$ cat src/logic/dfs_pkg.sv
// What this block does
// remote message error replaces bits 39-62 with message
// bit 45 marks address or control message
// bit 46 head/cylinder select or offset on
// bits 47-54 offset-in through check-index commands
// bit 57 reset, bit 58 set maintenance mode
// bits 46-49 seek message, head, cylinder, spindle faults
// bits 44,45,50,53 write safety faults
// bits 51,52,54 seek offset, incomplete, end stop
// bits 56-58 write current and head select faults
// bits 59-63 power, temperature, speed, drive message
// spare report bits read as zero
// 64-bit report, bit 1 first, four 16-bit words
// variant bit two read copies words into memory 3-6
package dfs_pkg;
   // ==========================================================
   // bus map, byte addresses
   localparam logic [6:0] DFS_ADDR_WORD1 = 7'h00;
   localparam logic [6:0] DFS_ADDR_WORD2 = 7'h04;
   localparam logic [6:0] DFS_ADDR_WORD3 = 7'h08;
   localparam logic [6:0] DFS_ADDR_WORD4 = 7'h0C;
   localparam logic [6:0] DFS_ADDR_STAT  = 7'h10;
   localparam logic [6:0] DFS_ADDR_MASK  = 7'h14;
   localparam logic [6:0] DFS_ADDR_CTRL  = 7'h18;
   localparam int         DFS_MEM_SEL    = 6;
   // ==========================================================
   // report layout: tail bit k holds report bit 64-k
   localparam int          DFS_TAIL_W    = 26;
   localparam int          DFS_MSG_W     = 24;
   localparam int          DFS_LOW_W     = 38;
   localparam int          DFS_STAT_W    = 27;
   localparam int          DFS_CAP_EVT   = 26;
   localparam logic [25:0] DFS_FLT_VALID = 26'h23FFDFE;
   localparam logic [25:0] DFS_RST_TAIL  = 26'h0000000;
   localparam int          DFS_BAD_DM    = 1;
   // message fields, index in the snapshot is 62 minus report bit
   localparam int          DFS_MSG_KIND  = 17;
   localparam int          DFS_MSG_SEL   = 16;
   localparam int          DFS_MSG_CMD_H = 15;
   localparam int          DFS_MSG_CMD_L = 8;
   localparam int          DFS_MSG_RMM   = 5;
   localparam int          DFS_MSG_SMM   = 4;
   // ==========================================================
   // maintenance memory
   localparam int          DFS_MEM_AW    = 4;
   localparam logic [3:0]  DFS_MEM_FIRST = 4'h3;
   localparam logic [1:0]  DFS_COPY_LAST = 2'h3;
   localparam int          DFS_CTRL_CAP  = 0;
   localparam int          DFS_CTRL_BUSY = 1;
endpackage

$ cat src/logic/dfs_fault_capture.sv
module dfs_fault_capture
   import dfs_pkg::*;
(
   input  wire logic                    clock,
   input  wire logic                    rst_n,
   input  wire logic                    clk_en,
   input  wire logic [6:0]              avs_address,
   input  wire logic                    avs_read,
   input  wire logic                    avs_write,
   input  wire logic [31:0]             avs_writedata,
   output logic      [31:0]             avs_readdata,
   output logic                         avs_waitrequest,
   input  wire logic [dfs_pkg::DFS_TAIL_W-1:0] fault_pin,
   input  wire logic [dfs_pkg::DFS_LOW_W-1:0]  low_report,
   input  wire logic                    remote_mode,
   input  wire logic                    controller_message_sent,
   input  wire logic [dfs_pkg::DFS_MSG_W-1:0]  controller_message,
   input  wire logic                    controller_message_error,
   input  wire logic                    maint_read,
   input  wire logic                    variant_bit_two,
   output logic                         irq,
   output logic                         capture_mode
);
   import dfs_pkg::*;

   // ==========================================================
   // reset release
   logic rs1_q;
   logic rs_n;

   always_ff @(posedge clock or negedge rst_n) begin
      if (!rst_n) begin
         rs1_q <= 1'b0;
         rs_n  <= 1'b0;
      end else begin
         rs1_q <= 1'b1;
         rs_n  <= rs1_q;
      end
   end

   // ==========================================================
   // fault pins come from the drive side, so synchronise first
   logic [DFS_TAIL_W-1:0] s1_q;
   logic [DFS_TAIL_W-1:0] s2_q;
   logic [DFS_TAIL_W-1:0] s3_q;
   logic [DFS_TAIL_W-1:0] flt_evt;

   always_ff @(posedge clock or negedge rs_n) begin
      if (!rs_n) begin
         s1_q <= DFS_RST_TAIL;
         s2_q <= DFS_RST_TAIL;
         s3_q <= DFS_RST_TAIL;
      end else if (clk_en) begin
         s1_q <= fault_pin;
         s2_q <= s1_q;
         s3_q <= s2_q;
      end
   end

   // spare positions can never raise a flag
   assign flt_evt = s2_q & ~s3_q & DFS_FLT_VALID;

   // ==========================================================
   // bus slave: one wait state, effect at the ack edge
   logic        wait_q;
   logic [31:0] rdata_q;
   logic [31:0] rmux;
   logic        req;
   logic        acc;
   logic        wr_acc;

   assign req    = avs_read | avs_write;
   assign acc    = req & ~wait_q;
   assign wr_acc = avs_write & ~wait_q;

   always_ff @(posedge clock or negedge rs_n) begin
      if (!rs_n) begin
         wait_q  <= 1'b1;
         rdata_q <= 32'h00000000;
      end else if (clk_en) begin
         if (req && wait_q) begin
            wait_q  <= 1'b0;
            rdata_q <= rmux;
         end else begin
            wait_q  <= 1'b1;
         end
      end
   end

   // ==========================================================
   // last message sent, snapshot and capture mode
   logic [DFS_MSG_W-1:0] last_q;
   logic [DFS_MSG_W-1:0] last_d;
   logic [DFS_MSG_W-1:0] snap_q;
   logic                 cap_q;
   logic                 cap_set;
   logic                 cap_clr;

   assign last_d  = controller_message_sent ? controller_message : last_q;
   assign cap_set = controller_message_error & remote_mode;
   assign cap_clr = wr_acc && avs_address == DFS_ADDR_CTRL
                    && avs_writedata[DFS_CTRL_CAP];

   always_ff @(posedge clock or negedge rs_n) begin
      if (!rs_n) begin
         last_q <= '0;
      end else if (clk_en) begin
         last_q <= last_d;
      end
   end

   // the snapshot holds until another remote message error reloads it; leaving capture mode does not change it
   always_ff @(posedge clock or negedge rs_n) begin
      if (!rs_n) begin
         snap_q <= '0;
         cap_q  <= 1'b0;
      end else if (clk_en) begin
         if (cap_set) begin
            snap_q <= last_d;
            cap_q  <= 1'b1;
         end else if (cap_clr) begin
            cap_q  <= 1'b0;
         end
      end
   end

   // ==========================================================
   // sticky fault flags and status, set wins over clear
   logic [DFS_STAT_W-1:0] stat_q;
   logic [DFS_STAT_W-1:0] mask_q;
   logic [DFS_STAT_W-1:0] stat_set;
   logic [DFS_STAT_W-1:0] stat_clr;
   logic                  irq_q;

   assign stat_set = {cap_set, flt_evt};
   assign stat_clr = (wr_acc && avs_address == DFS_ADDR_STAT)
                     ? avs_writedata[DFS_STAT_W-1:0] : '0;

   genvar g;
   generate
      for (g = 0; g < DFS_STAT_W; g++) begin : g_stat
         always_ff @(posedge clock or negedge rs_n) begin
            if (!rs_n) begin
               stat_q[g] <= 1'b0;
            end else if (clk_en) begin
               if (stat_set[g]) begin
                  stat_q[g] <= 1'b1;
               end else if (stat_clr[g]) begin
                  stat_q[g] <= 1'b0;
               end
            end
         end
      end
   endgenerate

   always_ff @(posedge clock or negedge rs_n) begin
      if (!rs_n) begin
         mask_q <= '0;
      end else if (clk_en && wr_acc && avs_address == DFS_ADDR_MASK) begin
         mask_q <= avs_writedata[DFS_STAT_W-1:0];
      end
   end

   always_ff @(posedge clock or negedge rs_n) begin
      if (!rs_n) begin
         irq_q <= 1'b0;
      end else if (clk_en) begin
         irq_q <= |(stat_q & mask_q);
      end
   end

   // ==========================================================
   // report assembly, index 63 is report bit 1
   logic [63:0]           rpt;
   logic [DFS_TAIL_W-1:0] tail;
   logic [15:0]           word [0:3];

   // bits 63 and 64 keep their normal meaning during capture
   always_comb begin
      if (cap_q) begin
         tail = {snap_q, stat_q[DFS_BAD_DM], 1'b0};
      end else begin
         tail = stat_q[DFS_TAIL_W-1:0] & DFS_FLT_VALID;
      end
   end

   assign rpt = {low_report, tail};

   generate
      for (g = 0; g < 4; g++) begin : g_word
         assign word[g] = rpt[63-16*g -: 16];
      end
   endgenerate

   // ==========================================================
   // maintenance copy, one word per cycle
   logic       copy_q;
   logic [1:0] cidx_q;
   logic [15:0] mem_rd;

   always_ff @(posedge clock or negedge rs_n) begin
      if (!rs_n) begin
         copy_q <= 1'b0;
         cidx_q <= 2'h0;
      end else if (clk_en) begin
         if (!copy_q && maint_read && variant_bit_two) begin
            copy_q <= 1'b1;
            cidx_q <= 2'h0;
         end else if (copy_q) begin
            cidx_q <= cidx_q + 2'h1;
            if (cidx_q == DFS_COPY_LAST) begin
               copy_q <= 1'b0;
            end
         end
      end
   end

   dfs_maint_mem u_mem (
      .clock  (clock),
      .rs_n   (rs_n),
      .clk_en (clk_en),
      .we     (copy_q),
      .waddr  (DFS_MEM_FIRST + {2'h0, cidx_q}),
      .wdata  (word[cidx_q]),
      .raddr  (avs_address[5:2]),
      .rdata  (mem_rd)
   );

   // ==========================================================
   // read mux, unmapped reads return zero
   always_comb begin
      rmux = 32'h00000000;
      if (avs_address[DFS_MEM_SEL]) begin
         rmux = {16'h0000, mem_rd};
      end else begin
         unique case (avs_address)
            DFS_ADDR_WORD1: rmux = {16'h0000, word[0]};
            DFS_ADDR_WORD2: rmux = {16'h0000, word[1]};
            DFS_ADDR_WORD3: rmux = {16'h0000, word[2]};
            DFS_ADDR_WORD4: rmux = {16'h0000, word[3]};
            DFS_ADDR_STAT:  rmux = {5'h00, stat_q};
            DFS_ADDR_MASK:  rmux = {5'h00, mask_q};
            DFS_ADDR_CTRL:  rmux = {30'h00000000, copy_q, cap_q};
            default:        rmux = 32'h00000000;
         endcase
      end
   end

   assign avs_readdata    = rdata_q;
   assign avs_waitrequest = wait_q;
   assign irq             = irq_q;
   assign capture_mode    = cap_q;

   // ==========================================================
   // checks
   a_capture_load: assert property (@(posedge clock) disable iff (!rs_n)
      clk_en && cap_set |=> cap_q && snap_q == $past(last_d))
      else $error("snapshot not loaded on message error");

   a_capture_hold: assert property (@(posedge clock) disable iff (!rs_n)
      cap_q && !(clk_en && cap_clr) && !(clk_en && cap_set) |=> cap_q && $stable(snap_q))
      else $error("snapshot changed while frozen");

   a_msg_kind: assert property (@(posedge clock) disable iff (!rs_n)
      cap_q |-> rpt[64-45] == snap_q[DFS_MSG_KIND] && rpt[64-46] == snap_q[DFS_MSG_SEL])
      else $error("message kind bit misplaced");

   a_msg_cmds: assert property (@(posedge clock) disable iff (!rs_n)
      cap_q |-> rpt[64-47:64-54] == snap_q[DFS_MSG_CMD_H:DFS_MSG_CMD_L]
                && rpt[64-57] == snap_q[DFS_MSG_RMM] && rpt[64-58] == snap_q[DFS_MSG_SMM])
      else $error("command bits misplaced");

   a_spare_zero: assert property (@(posedge clock) disable iff (!rs_n)
      !cap_q |-> (rpt[25:0] & ~DFS_FLT_VALID) == 26'h0000000)
      else $error("spare report bit set");

   a_fault_set: assert property (@(posedge clock) disable iff (!rs_n)
      clk_en && s2_q[64-46] && !s3_q[64-46] |=> stat_q[64-46] ##1 1'b1)
      else $error("seek message fault not latched");

   a_set_wins: assert property (@(posedge clock) disable iff (!rs_n)
      clk_en && flt_evt[64-62] && stat_clr[64-62] |=> stat_q[64-62])
      else $error("clear beat a new event");

   a_pin_to_flag: assert property (@(posedge clock) disable iff (!rs_n)
      clk_en [*2] ##0 $rose(fault_pin[64-44]) ##1 clk_en [*2]
      |=> stat_q[64-44])
      else $error("write data missing flag late");

   a_irq_level: assert property (@(posedge clock) disable iff (!rs_n)
      clk_en && |(stat_q & mask_q) |=> irq_q)
      else $error("interrupt not raised");

   a_copy_seq: assert property (@(posedge clock) disable iff (!rs_n)
      clk_en && !copy_q && maint_read && variant_bit_two ##1 clk_en [*4]
      |-> cidx_q == 2'h3 && $past(cidx_q, 1) == 2'h2 && $past(cidx_q, 2) == 2'h1
          && $past(cidx_q, 3) == 2'h0 && $past(copy_q, 3) ##1 !copy_q)
      else $error("maintenance copy out of order");

   a_word_split: assert property (@(posedge clock) disable iff (!rs_n)
      word[3] == rpt[15:0] && word[0] == rpt[63:48])
      else $error("report words split wrongly");

   a_bus_ack: assert property (@(posedge clock) disable iff (!rs_n)
      clk_en && req && wait_q |=> !wait_q ##1 (wait_q || !$past(clk_en)))
      else $error("waitrequest timing broken");
endmodule

$ cat src/logic/dfs_maint_mem.sv
module dfs_maint_mem
   import dfs_pkg::*;
(
   input  wire logic                  clock,
   input  wire logic                  rs_n,
   input  wire logic                  clk_en,
   input  wire logic                  we,
   input  wire logic [DFS_MEM_AW-1:0] waddr,
   input  wire logic [15:0]           wdata,
   input  wire logic [DFS_MEM_AW-1:0] raddr,
   output logic      [15:0]           rdata
);
   // ==========================================================
   // word array, cleared at reset so reads are defined
   logic [15:0] mem_q [0:(1<<DFS_MEM_AW)-1];

   always_ff @(posedge clock or negedge rs_n) begin
      if (!rs_n) begin
         for (int i = 0; i < (1<<DFS_MEM_AW); i++) begin
            mem_q[i] <= 16'h0000;
         end
      end else if (clk_en && we) begin
         mem_q[waddr] <= wdata;
      end
   end

   assign rdata = mem_q[raddr];
endmodule

$ cat config.mk
export PLATFORM = sky130hd
export DESIGN_NAME = dfs_fault_capture
export DESIGN_NICKNAME = d
export VERILOG_FILES = /design/src/logic/dfs_pkg.sv /design/src/logic/dfs_fault_capture.sv /design/src/logic/dfs_maint_mem.sv
export SDC_FILE = /design/constraint.sdc
export NUM_CORES = 1
export LEC_CHECK = 0
export BUFFER_PORTS_ARGS = -buffer_cell sky130_fd_sc_hd__clkbuf_2
export CAP_MARGIN = 20
export CORE_ASPECT_RATIO = 1.75
export CORE_MARGIN = 2
export CORE_UTILIZATION = 65
export CTS_CLUSTER_SIZE = 28
export DETAILED_ROUTE_END_ITERATION = 10
export GPL_TIMING_DRIVEN = 0
export PLACE_DENSITY = 0.9
export REMOVE_ABC_BUFFERS = 1
export SKIP_LAST_GASP = 1
export SLEW_MARGIN = 20
export SYNTH_ARGS = -nofsm -noshare
export SYNTH_HDL_FRONTEND = slang
export SYNTH_HIERARCHICAL = 1
export SYNTH_SLANG_ARGS = --single-unit
$ cat constraint.sdc
create_clock -name clock -period 23.6 [get_ports clock]
set_input_delay 1.18 -clock clock [delete_from_list [all_inputs] [get_ports clock]]
set_output_delay 1.18 -clock clock [all_outputs]
set_load 0.1 [all_outputs]
==> run metrics <==
outcome=complete, but fails checks; failing checks=max-slew violations; CP max stage delay=slightly above 1 ns; GRT overflow=0; Cell Chain, Critical Path=inv_1, ha_1, inv_1, nand4b_1, or3_1, mux2_2; most used cell, CP=inv_1; first-pass GRT wire length=between 80,000 and 90,000 µm; count leader, synth=dfrtp_1; number of global-route vias before repair=15,200; CTS tree=done; CORE AREA=31,400 µm²; crit path time final=between 3 and 4 ns; full die area=between 30,000 and 40,000 µm²; final instance area=23,300 µm²; layout cells sized above 1=0.443; Final Skew=about 0.025 ns; Slew @ Worst Pin=2.24 ns; final setup vio count=0; most area-hungry cell type in the Yosys netlist=dfrtp_1; Main synth FF type=dfrtp_1; top post-synthesis cells by count=450 x dfrtp_1, 372 x mux2_2, 116 x nand2_1; WP buf/inv=2; Crit path required time=24.01 ns; Site Rows=86; CP Capture Type=flip-flop; pwr/cell area=109 nW/µm²; GPL Wtd Cong=0.916; DR vias=13,900; TritonRoute pass-1 iters=5; largest net degree at the start of global routing=68; Ports=172; total CTS buffers=39; cells after synthesis=approximately 1,500; crit-path leading delay family=simple AND/OR/NAND/NOR gates; final routed DRC violation total=0; Clock Sinks=451; crit start category=flip-flop; post-synth top area share=0.543; RSZ-0062 raised after global routing=no; wire per inst=27.4 µm; Unique masters post-synth=64; root buffer cell=clkbuf_16; slowest CP cell=dfrtp_1; number of synthesized flops with an enable pin=0; antenna violations before repair=2; hold buffer count at CTS=0; Synthesis Warnings=6; clock latency on the worst-skew pair=0.55 ns; Final Hold Fails=0; Max VDD drop=0.0836 mV; syn_area_per_cell=13.9 µm²; Placement Cell Area=22,000 µm²; async set-reset flop share out of synthesis=1.00; crit path DAT=between 4 and 5 ns; Iteration-0 DRC Markers=~1,400; worst hold path type=flip-flop to flip-flop; CTS Buffer Depth=3; Synth Register Bits=approximately 450; post-CTS sizing=0; GRT Util Overall=0.331; leakage dissipation=10.5 nW; WS Path Type=flip-flop to flip-flop; setup TNS=0 ns; CTS HTree Levels=2; Final ANT Viol Nets=0; number of max-cap violations=0; fin. max-slew vios=34; Post-CTS Repair Setup Buffers=0; Worst-path clk slew=0.07 ns; Critical Path Fanout Max=21; vias per cell=6.88; Die Width=139 µm; Die Y=240 µm; synth top area cells=dfrtp_1 54%, mux2_2 20%, mux4_2 8.5%; register area share after synthesis=0.544; nets@finish=around 1,700; Detailed Route WL=55,600 µm; Initial Util=0.660; Final Cycle Share=0.154; Area Growth Syn to Fin=12.1%; post-layout util=0.740; IO buf count=156; Post-Syn Area=20,700 µm²; hpwl dp=35,900 µm; Fmax=0.276 GHz; Rel. slew slack=-0.500
[routing by layer]
| metal | vias to the layer above | routed length (µm) | global-route usage |
|---|---|---|---|
| li1 | 5723 | - | - |
| met1 | 7093 | 19000 | 0.379 |
| met2 | 808 | 28400 | 0.562 |
| met3 | 307 | 3880 | 0.0590 |
| met4 | 0 | 4340 | 0.241 |
| met5 | - | 0 | 0 |
[where the power goes]
group	internal (W)	switching, W
Clock	0.000339	0.000284
Sequential	0.00102	0.000157
Combinational	0.000357	0.000374
[kinds of logic after synthesis]
kind of cell,count (synthesis),synth area share
and+or+nand+nor,196,0.0449
muxes,500,0.311
adders and majority gates,2,0.00121
DFF,451,0.544
AOI/OAI and AO/OA,197,0.0679
buffers and inverters,139,0.0306
other,2,0.000362
[through the flow]
stage	total power, W	worst slack [ns]	hold slack, ns	std cells
detailed placement	0.00187	19.68	0.354	1957
global route	0.00262	19.95	0.380	2025
CTS	0.00250	19.97	0.363	2021
floorplan	0.00166	10.10	0.331	1379
global placement	0.00180	6.47	0.335	1931
finish	0.00253	19.97	0.360	2025
[state kept, by name, summed over array words and instances (netlist names), 2 cells and up]
signal / count
u_mem/mem_q: 256
avs_readdata: 27
mask_q: 27
last_q: 24
snap_q: 24
stat_q: 22
s1_q: 21
s2_q: 21
s3_q: 21
cidx_q: 2
[worst register-to-register path: stages, from the launching register on]
cell	delay, ns
dfrtp_1	1.01
inv_1	0.28
ha_1	0.38
inv_1	0.14
nand4b_1	0.31
or3_1	0.88
mux2_2	0.48
[cells in the final DEF, fill, tap and decap left out, drive strengths merged, types with 9 or more instances in the layout]
| master | synthesis | layout |
|---|---|---|
| dfrtp | 450 | 450 |
| mux2 | 373 | 373 |
| clkbuf | 60 | 206 |
| nand2 | 116 | 116 |
| mux4 | 78 | 78 |
| o21ai | 56 | 56 |
| mux2i | 49 | 49 |
| a22oi | 43 | 43 |
| nor2 | 31 | 31 |
| buf | 53 | 28 |
| inv | 26 | 27 |
| o2bb2ai | 22 | 22 |
| o31ai | 9 | 9 |
| a21oi | 9 | 9 |
[cell type report]
type,instances,area [µm²]
Tap cell,396,495
Inverter,26,97.6
Fill cell,1772,8170
Sequential cell,451,11300
Timing Repair Buffer,184,1270
Clock buffer,50,1060
Multi-Input combinational cell,902,8900
Clock inverter,14,131
Antenna cell,2,5.00
[final timing paths]
path	slack [ns]	end	cells past startpoint	from
worst max-delay path	19.97	u_mem/mem_q[210]	6	cidx_q[1]
worst min-delay path	0.36	rs_n	0	rs1_q
worst max register to register	19.97	u_mem/mem_q[210]	6	cidx_q[1]
worst min register to register	0.36	rs_n	0	rs1_q
max in group asynchronous	21.79	u_mem/mem_q[19]	3	rs_n
min in group asynchronous	0.39	s1_q[25]	0	rs_n
(Power assumes the default switching activity.)
